## config.mk

```make
export PLATFORM = sky130hd
export DESIGN_NAME = pcaw_core
export DESIGN_NICKNAME = d
export VERILOG_FILES = /design/src/rtl/pcaw_pkg.sv /design/src/rtl/pcaw_if.sv /design/src/rtl/pcaw_core.sv /design/src/rtl/pcaw_timebase.sv /design/src/rtl/pcaw_wdcmp.sv
export VERILOG_INCLUDE_DIRS = /design/src /design/src/rtl
export SDC_FILE = /design/constraint.sdc
export NUM_CORES = 1
export LEC_CHECK = 0
export BUFFER_PORTS_ARGS = -buffer_cell sky130_fd_sc_hd__buf_2
export CAP_MARGIN = 0
export CORE_ASPECT_RATIO = 0.8
export CORE_UTILIZATION = 38
export DETAILED_ROUTE_END_ITERATION = 12
export GPL_TIMING_DRIVEN = 0
export PLACE_DENSITY = 0.56
export REMOVE_ABC_BUFFERS = 1
export SYNTH_ARGS = -nofsm -noshare
export SYNTH_HDL_FRONTEND = slang
export SYNTH_SLANG_ARGS = --single-unit
```

## constraint.sdc

```tcl
create_clock -name clk -period 2 [get_ports clk]
set_input_delay 0.2 -clock clk [delete_from_list [all_inputs] [get_ports clk]]
set_output_delay 0.2 -clock clk [all_outputs]
set_load 0.05 [all_outputs]
```

## src/rtl/pcaw_map.svh

```systemverilog
// register offsets, field positions, reset values and timing counts of the counter array watchdog
`ifndef PCAW_MAP_SVH
`define PCAW_MAP_SVH

`define PCAW_REG_CTL      3'h0
`define PCAW_REG_MODE     3'h1
`define PCAW_REG_CNT_LO   3'h2
`define PCAW_REG_CNT_HI   3'h3
`define PCAW_REG_WD_OFS   3'h4
`define PCAW_REG_WD_CMP   3'h5

`define PCAW_CTL_CF       7
`define PCAW_CTL_MF4      4
`define PCAW_MD_IDLE      7
`define PCAW_MD_WATCHDOG_ENABLE_BIT      6
`define PCAW_MD_WATCHDOG_LOCK_BIT     5
`define PCAW_MD_CPS_HI    3
`define PCAW_MD_CPS_LO    1
`define PCAW_MD_ECF       0

`define PCAW_TB_DIV12     3'h0
`define PCAW_TB_DIV4      3'h1
`define PCAW_TB_T0OVF     3'h2
`define PCAW_TB_ECI       3'h3
`define PCAW_TB_SYSTEM_CLOCK    3'h4
`define PCAW_TB_EXTOSC    3'h5

`define PCAW_DIV12_LAST   4'hb
`define PCAW_DIV4_LAST    2'h3

`define PCAW_BYTE_ZERO    8'h00
`define PCAW_BYTE_FULL    8'hff
`define PCAW_RST_CPS      3'h0
`define PCAW_RST_WATCHDOG_ENABLE_BIT     1'b1
`define PCAW_RST_CMP      8'h00

`endif

```

## src/rtl/pcaw_pkg.sv

```systemverilog
// types shared by the counter array watchdog modules
package pcaw_pkg;
	typedef logic [2:0] pcaw_addr_t;
	typedef logic [2:0] pcaw_tb_t;
	typedef logic [7:0] pcaw_byte_t;

	typedef struct packed {
		logic [3:0] pre12;
		logic [1:0] pre4;
		logic       eci_q;
		logic       eci_prev;
		logic       osc_s1;
		logic       osc_s2;
		logic       osc_prev;
	} pcaw_tb_state_t;

	typedef struct packed {
		pcaw_byte_t ofs;
		pcaw_byte_t cmp;
	} pcaw_wd_state_t;

	typedef struct packed {
		pcaw_byte_t cnt_lo;
		pcaw_byte_t cnt_hi;
		pcaw_byte_t snap;
		logic       cf;
		logic       ecf;
		logic       idle_sus;
		logic       watchdog_enable_bit;
		logic       watchdog_lock_bit;
		pcaw_tb_t   cps;
		pcaw_byte_t rd_data;
		logic       wd_rst;
		logic       irq;
	} pcaw_core_state_t;
endpackage

```

## src/rtl/pcaw_if.sv

```systemverilog
// links between the core, its timebase and its watchdog compare
`timescale 1ns/1ns
interface pcaw_if;
	import pcaw_pkg::*;
	pcaw_tb_t   sel;
	logic       tick;
	logic       step;
	logic       wd_en;
	pcaw_byte_t cnt_lo;
	pcaw_byte_t cnt_hi;
	logic       wr_ofs;
	logic       wr_cmp;
	pcaw_byte_t wr_data;
	pcaw_byte_t ofs;
	pcaw_byte_t cmp;
	logic       timeout;

	modport core (output sel, output step, output wd_en, output cnt_lo, output cnt_hi,
		output wr_ofs, output wr_cmp, output wr_data, input tick, input ofs, input cmp, input timeout);
	modport tb (input sel, output tick);
	modport wd (input step, input wd_en, input cnt_lo, input cnt_hi, input wr_ofs, input wr_cmp,
		input wr_data, output ofs, output cmp, output timeout);
endinterface

```

## src/rtl/pcaw_core.sv

```systemverilog
// counter array core: 16-bit counter, snapshot read, overflow flag, mode bits and watchdog reset
// What this block does
// - 16-bit counter; low read snapshots high byte
// - byte reads never disturb the counting
// - three-bit select picks one of six timebases
// - external oscillator/8 synchronised before use
// - wrap sets overflow flag; enable raises request
// - flag stays set; software clears it
// - request needs global and array enables
// - idle-suspend halts counter and watchdog in idle
// - compare value checked against counter high byte
// - low overflow on high match resets system
// - timeout is 256*offset plus 256 minus low
// - any compare write reloads the watchdog
// - writing match flag one forces reset while enabled
// - timebase and idle bits frozen while enabled
// - enable bit or lock bit enables watchdog
// - lock stays set until system reset
// - reset: enabled, clock/12, low and offset zero
// - wrap during flag register write never lost
// - software may set the flag by writing one
`timescale 1ns/1ns
`include "pcaw_map.svh"
module pcaw_core (
	input  wire logic                 clk,
	input  wire logic                 rstn,
	input  wire logic                 wr_en,
	input  wire pcaw_pkg::pcaw_addr_t wr_addr,
	input  wire pcaw_pkg::pcaw_byte_t wr_data,
	input  wire logic                 rd_en,
	input  wire pcaw_pkg::pcaw_addr_t rd_addr,
	output logic [7:0]                rd_data,
	input  wire logic                 cpu_idle,
	input  wire logic                 global_irq_enable,
	input  wire logic                 array_irq_enable,
	input  wire logic                 timer0_ovf,
	input  wire logic                 ext_count_in,
	input  wire logic                 ext_osc_div8,
	output logic                      irq,
	output logic                      wd_reset,
	output logic                      wd_enabled
);
	import pcaw_pkg::*;

	pcaw_if lnk ();

	pcaw_core_state_t s_q;
	pcaw_core_state_t s_d;

	logic       wd_en;
	logic       run;
	logic       step;
	logic       lo_full;
	logic       wrap;
	logic       wr_ctl;
	logic       wr_mode;
	logic       wr_lo;
	logic       wr_hi;
	logic       forced;
	pcaw_byte_t ctl_view;
	pcaw_byte_t mode_view;

	function automatic logic hit(input logic en, input pcaw_addr_t a, input pcaw_addr_t r);
		hit = en & (a == r);
	endfunction

	pcaw_timebase pcaw_timebase_inst (
		.clk          (clk),
		.rstn         (rstn),
		.timer0_ovf   (timer0_ovf),
		.ext_count_in (ext_count_in),
		.ext_osc_div8 (ext_osc_div8),
		.tb           (lnk.tb)
	);

	pcaw_wdcmp pcaw_wdcmp_inst (
		.clk  (clk),
		.rstn (rstn),
		.wd   (lnk.wd)
	);

	always_comb begin
		s_d = s_q;

		wd_en = s_q.watchdog_enable_bit | s_q.watchdog_lock_bit;

		// counting stops in idle only when asked to; the watchdog rides on the same step
		run = ~(cpu_idle & s_q.idle_sus);
		step = run & lnk.tick;

		lo_full = (s_q.cnt_lo == `PCAW_BYTE_FULL);
		wrap = step & lo_full & (s_q.cnt_hi == `PCAW_BYTE_FULL);

		wr_ctl = hit(wr_en, wr_addr, `PCAW_REG_CTL);
		wr_mode = hit(wr_en, wr_addr, `PCAW_REG_MODE);
		wr_lo = hit(wr_en, wr_addr, `PCAW_REG_CNT_LO);
		wr_hi = hit(wr_en, wr_addr, `PCAW_REG_CNT_HI);

		// links to timebase and watchdog compare
		lnk.sel = s_q.cps;
		lnk.step = step;
		lnk.wd_en = wd_en;
		lnk.cnt_lo = s_q.cnt_lo;
		lnk.cnt_hi = s_q.cnt_hi;
		lnk.wr_ofs = hit(wr_en, wr_addr, `PCAW_REG_WD_OFS);
		lnk.wr_cmp = hit(wr_en, wr_addr, `PCAW_REG_WD_CMP);
		lnk.wr_data = wr_data;

		// counter advance; reads never touch the count
		if (step) begin
			s_d.cnt_lo = s_q.cnt_lo + 8'h01;
			if (lo_full) begin
				s_d.cnt_hi = s_q.cnt_hi + 8'h01;
			end
		end
		// a software write to a byte takes precedence over the advance of that byte
		if (wr_lo) begin
			s_d.cnt_lo = wr_data;
		end
		if (wr_hi) begin
			s_d.cnt_hi = wr_data;
		end

		// overflow flag: software write first, hardware set last so it always wins
		if (wr_ctl) begin
			s_d.cf = wr_data[`PCAW_CTL_CF];
		end
		if (wrap) begin
			s_d.cf = 1'b1;
		end

		// mode register
		if (wr_mode) begin
			s_d.ecf = wr_data[`PCAW_MD_ECF];
			s_d.watchdog_enable_bit = wr_data[`PCAW_MD_WATCHDOG_ENABLE_BIT];
			if (wr_data[`PCAW_MD_WATCHDOG_LOCK_BIT]) begin
				s_d.watchdog_lock_bit = 1'b1;
			end
			// timebase and idle option only change while the watchdog is off
			if (!wd_en) begin
				s_d.idle_sus = wr_data[`PCAW_MD_IDLE];
				s_d.cps = wr_data[`PCAW_MD_CPS_HI:`PCAW_MD_CPS_LO];
			end
		end

		// forced reset through the module 4 match flag
		forced = wr_ctl & wr_data[`PCAW_CTL_MF4] & wd_en;
		s_d.wd_rst = forced | lnk.timeout;

		// request gated by both enables, taken from the registered flag
		s_d.irq = s_q.cf & s_q.ecf & global_irq_enable & array_irq_enable;

		// register views; unused bits read zero
		ctl_view = '0;
		ctl_view[`PCAW_CTL_CF] = s_q.cf;
		mode_view = '0;
		mode_view[`PCAW_MD_IDLE] = s_q.idle_sus;
		mode_view[`PCAW_MD_WATCHDOG_ENABLE_BIT] = s_q.watchdog_enable_bit;
		mode_view[`PCAW_MD_WATCHDOG_LOCK_BIT] = s_q.watchdog_lock_bit;
		mode_view[`PCAW_MD_CPS_HI:`PCAW_MD_CPS_LO] = s_q.cps;
		mode_view[`PCAW_MD_ECF] = s_q.ecf;

		// read port: data registered, low read captures the high byte
		if (rd_en) begin
			unique case (rd_addr)
				`PCAW_REG_CTL: begin
					s_d.rd_data = ctl_view;
				end
				`PCAW_REG_MODE: begin
					s_d.rd_data = mode_view;
				end
				`PCAW_REG_CNT_LO: begin
					s_d.rd_data = s_q.cnt_lo;
					s_d.snap = s_q.cnt_hi;
				end
				`PCAW_REG_CNT_HI: begin
					s_d.rd_data = s_q.snap;
				end
				`PCAW_REG_WD_OFS: begin
					s_d.rd_data = lnk.ofs;
				end
				`PCAW_REG_WD_CMP: begin
					s_d.rd_data = lnk.cmp;
				end
				default: begin
					s_d.rd_data = `PCAW_BYTE_ZERO;
				end
			endcase
		end

		rd_data = s_q.rd_data;
		irq = s_q.irq;
		wd_reset = s_q.wd_rst;
		wd_enabled = wd_en;
	end

	always_ff @(posedge clk) begin
		if (!rstn) begin
			s_q.cnt_lo <= `PCAW_BYTE_ZERO;
			s_q.cnt_hi <= `PCAW_BYTE_ZERO;
			s_q.snap <= `PCAW_BYTE_ZERO;
			s_q.cf <= 1'b0;
			s_q.ecf <= 1'b0;
			s_q.idle_sus <= 1'b0;
			s_q.watchdog_enable_bit <= `PCAW_RST_WATCHDOG_ENABLE_BIT;
			s_q.watchdog_lock_bit <= 1'b0;
			s_q.cps <= `PCAW_RST_CPS;
			s_q.rd_data <= `PCAW_BYTE_ZERO;
			s_q.wd_rst <= 1'b0;
			s_q.irq <= 1'b0;
		end else begin
			s_q <= s_d;
		end
	end
endmodule

```

## src/rtl/pcaw_timebase.sv

```systemverilog
// timebase selection: prescalers, edge detect and the synchronised external oscillator
`timescale 1ns/1ns
`include "pcaw_map.svh"
module pcaw_timebase (
	input  wire logic clk,
	input  wire logic rstn,
	input  wire logic timer0_ovf,
	input  wire logic ext_count_in,
	input  wire logic ext_osc_div8,
	pcaw_if.tb        tb
);
	import pcaw_pkg::*;

	pcaw_tb_state_t s_q;
	pcaw_tb_state_t s_d;
	logic           t12;
	logic           t4;
	logic           eci_fall;
	logic           osc_rise;

	always_comb begin
		s_d = s_q;
		t12 = (s_q.pre12 == `PCAW_DIV12_LAST);
		t4 = (s_q.pre4 == `PCAW_DIV4_LAST);
		s_d.pre12 = t12 ? '0 : s_q.pre12 + 4'h1;
		s_d.pre4 = s_q.pre4 + 2'h1;
		// one sample then a delayed copy; a level held for one clock is enough for an edge
		s_d.eci_q = ext_count_in;
		s_d.eci_prev = s_q.eci_q;
		eci_fall = s_q.eci_prev & ~s_q.eci_q;
		// two-stage synchroniser, only the second stage feeds the edge detect
		s_d.osc_s1 = ext_osc_div8;
		s_d.osc_s2 = s_q.osc_s1;
		s_d.osc_prev = s_q.osc_s2;
		osc_rise = s_q.osc_s2 & ~s_q.osc_prev;
		unique case (tb.sel)
			`PCAW_TB_DIV12:  tb.tick = t12;
			`PCAW_TB_DIV4:   tb.tick = t4;
			`PCAW_TB_T0OVF:  tb.tick = timer0_ovf;
			`PCAW_TB_ECI:    tb.tick = eci_fall;
			`PCAW_TB_SYSTEM_CLOCK: tb.tick = 1'b1;
			`PCAW_TB_EXTOSC: tb.tick = osc_rise;
			default:         tb.tick = 1'b0;
		endcase
	end

	always_ff @(posedge clk) begin
		if (!rstn) begin
			s_q <= '0;
		end else begin
			s_q <= s_d;
		end
	end
endmodule

```

## src/rtl/pcaw_wdcmp.sv

```systemverilog
// watchdog compare register, low offset and timeout detect
`timescale 1ns/1ns
`include "pcaw_map.svh"
module pcaw_wdcmp (
	input  wire logic clk,
	input  wire logic rstn,
	pcaw_if.wd        wd
);
	import pcaw_pkg::*;

	pcaw_wd_state_t s_q;
	pcaw_wd_state_t s_d;

	always_comb begin
		s_d = s_q;
		if (wd.wr_ofs) begin
			s_d.ofs = wd.wr_data;
		end
		// the written value itself is discarded: any write restarts the count
		if (wd.wr_cmp) begin
			s_d.cmp = pcaw_byte_t'(wd.cnt_hi + s_q.ofs);
		end
		wd.ofs = s_q.ofs;
		wd.cmp = s_q.cmp;
		// low byte overflow while high byte matches
		wd.timeout = wd.wd_en & wd.step & (wd.cnt_lo == `PCAW_BYTE_FULL)
			& (wd.cnt_hi == s_q.cmp);
	end

	always_ff @(posedge clk) begin
		if (!rstn) begin
			s_q.ofs <= `PCAW_BYTE_ZERO;
			s_q.cmp <= `PCAW_RST_CMP;
		end else begin
			s_q <= s_d;
		end
	end
endmodule

```

[Word-level counts from Yosys, hierarchy flattened]
Index checks and enable logic that the tools add are counted.
Word-level totals
  output and inout bits: 11
  register bits: 69
  word-level logic and storage cells: 93
  bits of input ports: 24
Operators by class
  add/subtract/negate cells: 5
  muxes and demuxes: 8
  reductions and logical operators: 12
  eq/ne operators: 20
  bitwise gates (word level): 27
Operators with widths (count)
  one-hot mux 8 bit (6 select lines): 1
  two-way mux 8 bit: 3
  bitwise AND 1 bit: 20
  == test 3 x 2 -> 1 bit (second input constant): 6
  == test 3 bit (second input constant): 6
  adder 8 x 1 -> 8 bit (second input constant): 2
  == test 8 bit (second input constant): 2
  two-way mux 16 bit: 1
  == test 3 x 1 -> 1 bit (second input constant): 3
  zero test 3 bit: 3
  adder 8 bit: 1
  == test 8 bit: 1
  AND reduction 2 bit: 4
  nonzero test 2 bit: 4
  one-hot mux 1 bit (6 select lines): 1
  NOT 1 bit: 5
  adder 4 x 1 -> 4 bit (second input constant): 1
  == test 4 bit (second input constant): 1
  adder 2 x 1 -> 2 bit (second input constant): 1
  == test 2 bit (second input constant): 1
  two-way mux 1 bit: 2
  bitwise OR 1 bit: 2
  OR reduction 2 bit: 1

[Logic depth before layout (Yosys ltp)]
Gate-level depths: netlist of run 1.
  depth after elaboration: 8
  mapped depth: 8
  depth with buffers taken out: 8

[Cells and area by module]
Synthesis of run 1 repeated with hierarchy kept, for this count alone.
Second synthesis, totals
  cell total of the unflattened synthesis: 403
  area total of the unflattened synthesis: 3741.1 um2
Modules (own cells, without submodules)
  pcaw_core: area an instance 2248.4 um2, times used 1, sequential area each 840.8 um2, cells each 246
  pcaw_wdcmp: area an instance 1064.8 um2, times used 1, sequential area each 320.3 um2, cells each 115
  pcaw_timebase: area an instance 427.9 um2, times used 1, sequential area each 220.2 um2, cells each 42

[Worst setup path after synthesis of run 1]
Ideal clock, no wire load.
  path kind: register to register
  start: register pcaw_timebase_inst.s_q[7] in the netlist's numbering
  end: register, netlist name lnk.cnt_lo[6]
  clock period less this slack: 1886 ps
  arrival: 1795 ps
  required time: 1909 ps
  path buffers: 0
  slack: 114 ps
  setup time: 91 ps
  stages on the path, launching flop included: 7
  cell sequence: dfxtp_1 ha_1 nand3b_1 a32oi_2 nand3_2 or4_1 a311oi_1
Between the ends
  word-level cells in the longest chain between the ends: 4
Ends and longest elaborated chain
  start: declaration: RTL line pcaw_timebase.sv:14  | pcaw_tb_state_t s_q;
  start signal: assignment: RTL line pcaw_timebase.sv:49  | s_q <= '0;
  start signal: assignment: RTL line pcaw_timebase.sv:51  | s_q <= s_d;
  == test 4 bit (no line)
  one-hot mux 1 bit (6 select lines): RTL line pcaw_timebase.sv:36  | unique case (tb.sel)
  bitwise AND 1 bit: RTL line pcaw_core.sv:89  | step = run & lnk.tick;
  nonzero test 2 bit (no line)
No other way between the ends.
A chain may end at the register's enable or synchronous reset.

[Worst setup path after layout of run 1]
  start: register pcaw_timebase_inst.s_q[5] in the netlist's numbering
  end: register, netlist name lnk.cnt_lo[6]
Between the ends
  word-level cells in the longest chain between the ends: 4
Ends and longest elaborated chain (RTL line)
  == test 2 bit (no line)
  one-hot mux 1 bit (6 select lines): pcaw_timebase.sv:36
  bitwise AND 1 bit: pcaw_core.sv:89
  nonzero test 2 bit (no line)
No other way between the ends.

==> metrics.yaml, run 1 <==
grt:
  antenna_found_initial: 0
  overflow: 0
  grtUsageTotal: 0.212
  grt_pass1_vias: 2864
  grt_max_degree: 43
  grt_pass1_wl_um: 15700
critical_path:
  crit_family: "simple AND/OR/NAND/NOR gates"
  crit_fanout: 19
  end_kind: "flip-flop"
  startpoint_type: "flip-flop"
  critical_path.startpoint: "pcaw_timebase_inst.s_q[5]$_SDFF_PN0_"
  r2r-end: "lnk.cnt_lo[6]$_SDFFE_PN0P_"
  rrSetupSlack_ps: 20
  slowest_stage: "or4_4"
  cp_data_arrival_time_ps: 2220
  crit_buf_inv: 0
  critPathMaxStageDelay_ps: 560
  cp-endpoint: "lnk.cnt_lo[6]$_SDFFE_PN0P_"
  reg2reg_from: "pcaw_timebase_inst.s_q[5]$_SDFF_PN0_"
  setup.worst_path.class: "flip-flop to flip-flop"
  required_ps: 2240
  crit_cells: 6
  rr_worst_depth: 6
  cp_cell_sequence: "ha_1 > nor4b_1 > a221oi_2 > nand2_4 > or4_4 > a311oi_2"
pwr:
  clkPwrFrac: 0.482
  power.density_mw_per_mm2: 783
  power.share.switching: 0.250
  power_mw: 3.35
  share_seq_of_total_power: 0.437
  p_int_mw: 2.51
  p_sw_mw: 0.836
  leakage_nw: 1.59
  vdd_drop_max_v: 0.000434
  combPwrFrac: 0.082
yosys:
  synth_edf_count: 0
  ys_seq_area_frac: 0.381
  ys_ff_latch: 69
  postSynthAreaPerCell_um2: 8.64
  ys_async_sr_fraction: 0
  yosys.cell_count.top_type: "dfxtp_1"
  synth_area_leaders: "dfxtp_1 38%, mux2i_1 5.5%, nor2_1 4.7%"
  yosys.cell_types.count: 51
  synth_area_mm2: 0.00362
  synth.largest_area_cell: "dfxtp_1"
  synthTopCellsByCount: "69 x dfxtp_1, 45 x nor2_1, 35 x nand2_1"
  netlist.area_leader.share: 0.381
  synthCells: 419
  synth_warnings: 0
  synth-main-ff-cell: "dfxtp_1"
drt:
  drtIter0Drc: 229
  drt-wirelength-per-cell_um: 18.2
  firstDrtPassIters: 9
  ant_nets: 0
  viasPerCell: 5.77
  vias: 3251
  drt_wl_total_um: 10300
  drc: 2
timing:
  setup_viol: 0
  fin_skew_ps: 4.73
  hold_ws_ps: 71.0
  clock.fmax_mhz: 506
  worst_slew_pin_slew_ps: 1020
  fin_tns_setup_ps: 0
  min_period_ps: 1980
  finalHoldViolCount: 0
  slew_violations: 0
  rsz0062_at_grt: "true"
  period_share: 0.989
  max_slew_margin: 0.319
  worst_slack_ps: 22.6
status:
  violations: "DRC"
  status: "finished with violations"
finish:
  final_cell_area_mm2: 0.00427
  synthToLayoutAreaGrowth_pct: 17.9
  post-route-util: 0.467
  fin_cells: 563
  drive_gt1_frac: 0.214
  fin_nets: 479
  fillers: 901
  num_antenna_cells: 0
placement:
  dp.cells: 537
  place_hpwl_um: 7010
  numPortBuffers: 34
  placed_cell_area_mm2: 0.00379
  globalplace.congestion: 0.862
  place_ws_ps: -1100
die:
  fp.coreArea_mm2: 0.00915
  num_rows: 31
  die_h_um: 89.3
  die_area_mm2: 0.00993
  pin_count: 35
  fp.dieW_um: 111
  initial_core_util: 0.396
clock_tree:
  cts_tree: "done"
  cts.root.buffer_cell: "clkbuf_16"
  clockBufferDepth: 2
  clk_latency_ps: 340
  ctsHoldBuffers: 0
  cts.reportedPaths.clkPinSlew_ps: 60
  cts_buffers: 9
  htree_levels: 3
  cts_sinks: 69
hold_path:
  hold_class: "input pin to flip-flop"
job:
  timing.max_cap.violations: 0
[placed cells by master, fill, tap and decap left out, types with 2 or more instances in the layout]
cell,synthesis,layout
dfxtp_1,69,59
nor2_1,45,45
nand2_1,35,35
buf_2,2,34
o21ai_0,22,21
mux2i_1,20,20
a21oi_1,19,19
xnor2_1,13,13
nand3_1,10,10
nand4_1,10,10
mux2_2,10,10
a211oi_1,10,10
ha_1,11,9
clkbuf_16,0,9
dfxtp_2,0,9
buf_4,8,9
inv_1,8,8
nor3_1,8,8
and3_1,8,8
and2_1,8,8
a31oi_1,6,6
nor2b_1,5,5
o31ai_1,6,5
o31a_1,5,5
nor4_1,6,5
a22o_1,5,5
a222oi_1,5,5
or3_1,4,4
nand2b_1,4,4
or4_1,5,4
xor2_1,4,4
clkinvlp_4,0,3
nand3b_1,2,2
and4_1,2,2
o21a_1,2,2
a22oi_1,2,2
clkinv_2,0,2
[area by class of cell]
cell class              instances  area, um2  share of cell area
multi-input cells             309       2140               0.501
clock inverters                 6       62.6              0.0146
repair buffers                 44        249              0.0583
inverters                      10       42.5             0.00996
flip-flops and latches         69       1400               0.327
well taps                     115        144              0.0337
clock buffers                  10        239              0.0559
[kinds of logic (layout without fill, tap and decap cells)]
group / count (synthesis) / in the layout / synth area share
simple gates: 158 / 158 / 0.219
compound gates: 91 / 91 / 0.171
flops: 69 / 69 / 0.381
buf+inv: 41 / 70 / 0.0515
mux: 31 / 31 / 0.0926
xor+xnor: 17 / 17 / 0.0411
fa+ha+maj: 12 / 12 / 0.0435
[sequential cells by signal, indices dropped and copies added, names as in the netlist]
name,count
pcaw_wdcmp_inst.wd.ofs,8
lnk.sel,3
s_q,8
pcaw_wdcmp_inst.wd.cmp,8
lnk.cnt_hi,8
rd_data,8
pcaw_timebase_inst.s_d,3
lnk.cnt_lo,8
wd_reset,1
mode_view,4
pcaw_timebase_inst.s_q,8
ctl_view,1
irq,1
[layer usage]
layer,vias to the layer above,track usage,share of wire
met5,-,0,0
met4,0,0.0725,0.012
met3,17,0.0651,0.077
met2,109,0.327,0.44
met1,1554,0.283,0.48
li1,1571,-,-
[how the worst min path moves through the flow]
stage / from / end / cells after the start
floorplan: rstn / mode_view[6]$_SDFFE_PN1P_ / 1
global placement: ext_osc_div8 / pcaw_timebase_inst.s_d[1]$_SDFF_PN0_ / 2
detailed placement: ext_count_in / pcaw_timebase_inst.s_d[3]$_SDFF_PN0_ / 2
CTS: ext_count_in / pcaw_timebase_inst.s_d[3]$_SDFF_PN0_ / 2
global route: ext_count_in / pcaw_timebase_inst.s_d[3]$_SDFF_PN0_ / 2
finish: ext_count_in / pcaw_timebase_inst.s_d[3]$_SDFF_PN0_ / 2
[power groups by stage]
stage	logic [mW]	registers, mW	clock network, mW
CTS	0.271	1.46	1.64
global placement	0.262	1.48	0
finish	0.274	1.46	1.61
global route	0.300	1.47	1.70
floorplan	0.136	1.50	0
detailed placement	0.267	1.49	0
[timing repair]
action                                  in CTS  in global routing
pin swaps                                    3                  5
endpoints found under the setup margin      52                 13
setup buffers                                9                  1
gates resized for setup                     11                 18
No activity file was read; power rests on OpenSTA's default activity.
==> run 2: changes to the inputs <==
==> constraint.sdc (replaced) <==
create_clock -name clk -period 2.1 [get_ports clk]
set_input_delay 0.21 -clock clk [delete_from_list [all_inputs] [get_ports clk]]
set_output_delay 0.21 -clock clk [all_outputs]
set_load 0.05 [all_outputs]
==> metrics.yaml, run 2 (same netlist as run 1, synthesis figures left out) <==
placement:
  placed_cell_area_mm2: 0.00379  # unchanged
  place_hpwl_um: 7010  # unchanged
  globalplace.congestion: 0.862  # unchanged
  place_ws_ps: -1010  # +90.0 ps
  numPortBuffers: 34  # unchanged
die:
  pin_count: 35  # unchanged
  fp.coreArea_mm2: 0.00915  # unchanged
  num_rows: 31  # unchanged
  fp.dieW_um: 111  # unchanged
  initial_core_util: 0.396  # unchanged
  die_h_um: 89.3  # unchanged
  die_area_mm2: 0.00993  # unchanged
critical_path:
  critPathMaxStageDelay_ps: 360  # -200 ps
  reg2reg_from: "pcaw_timebase_inst.s_q[7]$_SDFF_PP0_"
  crit_fanout: 7  # -12
  crit_buf_inv: 2  # +2
  crit_family: "compound AO/OA/AOI/OAI gates"
  r2r-end: "lnk.cnt_hi[7]$_SDFFE_PN0P_"
  cp_data_arrival_time_ps: 2280  # +60 ps
  rr_worst_depth: 8  # +2
  cp_cell_sequence: "ha_4 > nand3b_1 > a32oi_4 > nand3_4 > buf_4 > buf_4 > o31a_1 > nor3_1"
  cpMostUsedCell: "buf_4"
  slowest_stage: "dfxtp_2"
  startpoint_type: "flip-flop"
  required_ps: 2360  # +120 ps
  crit_cells: 8  # +2
  rrSetupSlack_ps: 80  # +60 ps
  setup.worst_path.class: "flip-flop to flip-flop"
  end_kind: "flip-flop"
drt:
  ant_nets: 0  # unchanged
  drtIter0Drc: 229  # unchanged
  drt-wirelength-per-cell_um: 18.0  # -1.1%
  viasPerCell: 5.78  # about the same
  firstDrtPassIters: 10  # +1
  vias: 3236  # -0.46%
  drc: 2  # unchanged
  drt_wl_total_um: 10100  # -1.7%
timing:
  period_share: 0.961  # -0.0276
  fin_skew_ps: 5.11  # +0.376 ps
  fin_tns_setup_ps: 0  # unchanged
  max_slew_margin: 0.317  # -0.00227
  rsz0062_at_grt: "false"
  finalHoldViolCount: 0  # unchanged
  worst_slew_pin_slew_ps: 1020  # +3.39 ps
  clock.fmax_mhz: 495  # -2.0%
  setup_viol: 0  # unchanged
  min_period_ps: 2020  # +40.9 ps
  worst_slack_ps: 81.6  # +59.1 ps
  slew_violations: 0  # unchanged
grt:
  grt_max_degree: 43  # unchanged
  grt_pass1_vias: 2831  # -1.2%
  grtUsageTotal: 0.210  # -0.00135
  antenna_found_initial: 0  # unchanged
  grt_pass1_wl_um: 15600  # -0.75%
  overflow: 0  # unchanged
clock_tree:
  htree_levels: 3  # unchanged
  cts.root.buffer_cell: "clkbuf_16"
  cts_tree: "done"
  clk_latency_ps: 340  # about the same
  clockBufferDepth: 2  # unchanged
  cts_buffers: 9  # unchanged
  cts_sinks: 69  # unchanged
  cts.reportedPaths.clkPinSlew_ps: 60  # about the same
pwr:
  power.density_mw_per_mm2: 758  # -3.3%
  vdd_drop_max_v: 0.000413  # -4.7%
  power_mw: 3.18  # -4.9%
  leakage_nw: 1.57  # -1.2%
finish:
  fin_nets: 476  # -0.63%
  final_cell_area_mm2: 0.00420  # -1.7%
  synthToLayoutAreaGrowth_pct: 15.9
  mostFrequentLayoutCells: "60 x dfxtp_1, 45 x nor2_1, 35 x nand2_1, 34 x buf_2, 21 x o21ai_0"
  drive_gt1_frac: 0.191  # -0.0233
  num_antenna_cells: 0  # unchanged
  final_common_cell: "dfxtp_1"
job:
  timing.max_cap.violations: 0  # unchanged
hold_path:
  hold_depth: 2  # unchanged
  hold_start: "ext_count_in"
  hold_class: "input pin to flip-flop"
  worstHoldEndpoint: "pcaw_timebase_inst.s_d[3]$_SDFF_PN0_"
status:
  status: "finished with violations"
  violations: "DRC"
[run 2: report_power, final]
part,total (mW),switching (mW),internal (mW)
clock network,1.53,0.585,0.946
registers,1.39,0.0415,1.35
logic,0.258,0.165,0.0932
[run 2: layout make-up]
class | instances | area [um2]
multi-input cells | 309 | 2100
clock buffers | 10 | 239
clock inverters | 6 | 62.6
inverters | 10 | 40.0
fillers | 904 | 4960
well taps | 115 | 144
repair buffers | 41 | 223
flip-flops and latches | 69 | 1390
[run 2: through the flow]
| stage | instances | utilization | hold WS [ps] |
|---|---|---|---|
| 4_1_cts | 558 | 0.454 | 72.5 |
| 2_1_floorplan | 388 | - | 272 |
| 3_3_place_gp | 537 | 0.414 | 406 |
| 5_1_grt | 560 | 0.459 | 87.0 |
| 6_report | 560 | 0.459 | 80.3 |
| 3_5_place_dp | 537 | 0.414 | 419 |
[run 2: timing repair]
action / in CTS / in global routing
setup endpoints to repair: 23 / 7
hold buffers: 0 / 0
setup buffers: 5 / 2
pin swaps: 2 / 3
resized for setup: 6 / 12
[run 2: worst max-delay path by stage]
stage	start	to	slack, ps
after floorplan	pcaw_timebase_inst.s_q[7]$_SDFF_PP0_	lnk.cnt_lo[6]$_SDFFE_PN0P_	70
after global routing	lnk.sel[1]$_SDFFE_PN0P_	lnk.cnt_lo[6]$_SDFFE_PN0P_	2
after global placement	rstn	pcaw_wdcmp_inst.wd.cmp[6]$_SDFFE_PN0P_	-940
final	pcaw_timebase_inst.s_q[7]$_SDFF_PP0_	lnk.cnt_hi[7]$_SDFFE_PN0P_	80
after CTS	lnk.cnt_hi[2]$_SDFFE_PN0P_	pcaw_wdcmp_inst.wd.cmp[6]$_SDFFE_PN0P_	5
after detailed placement	rstn	pcaw_wdcmp_inst.wd.cmp[6]$_SDFFE_PN0P_	-1010
[run 2: routing by layer]
| layer | vias up | track usage | part of all wire | routed length (um) |
|---|---|---|---|---|
| met3 | 17 | 0.0651 | 0.085 | 854 |
| met5 | - | 0 | 0 | 0 |
| met4 | 0 | 0.0725 | 0.013 | 133 |
| met1 | 1541 | 0.284 | 0.48 | 4840 |
| met2 | 112 | 0.320 | 0.42 | 4270 |
| li1 | 1566 | - | - | - |
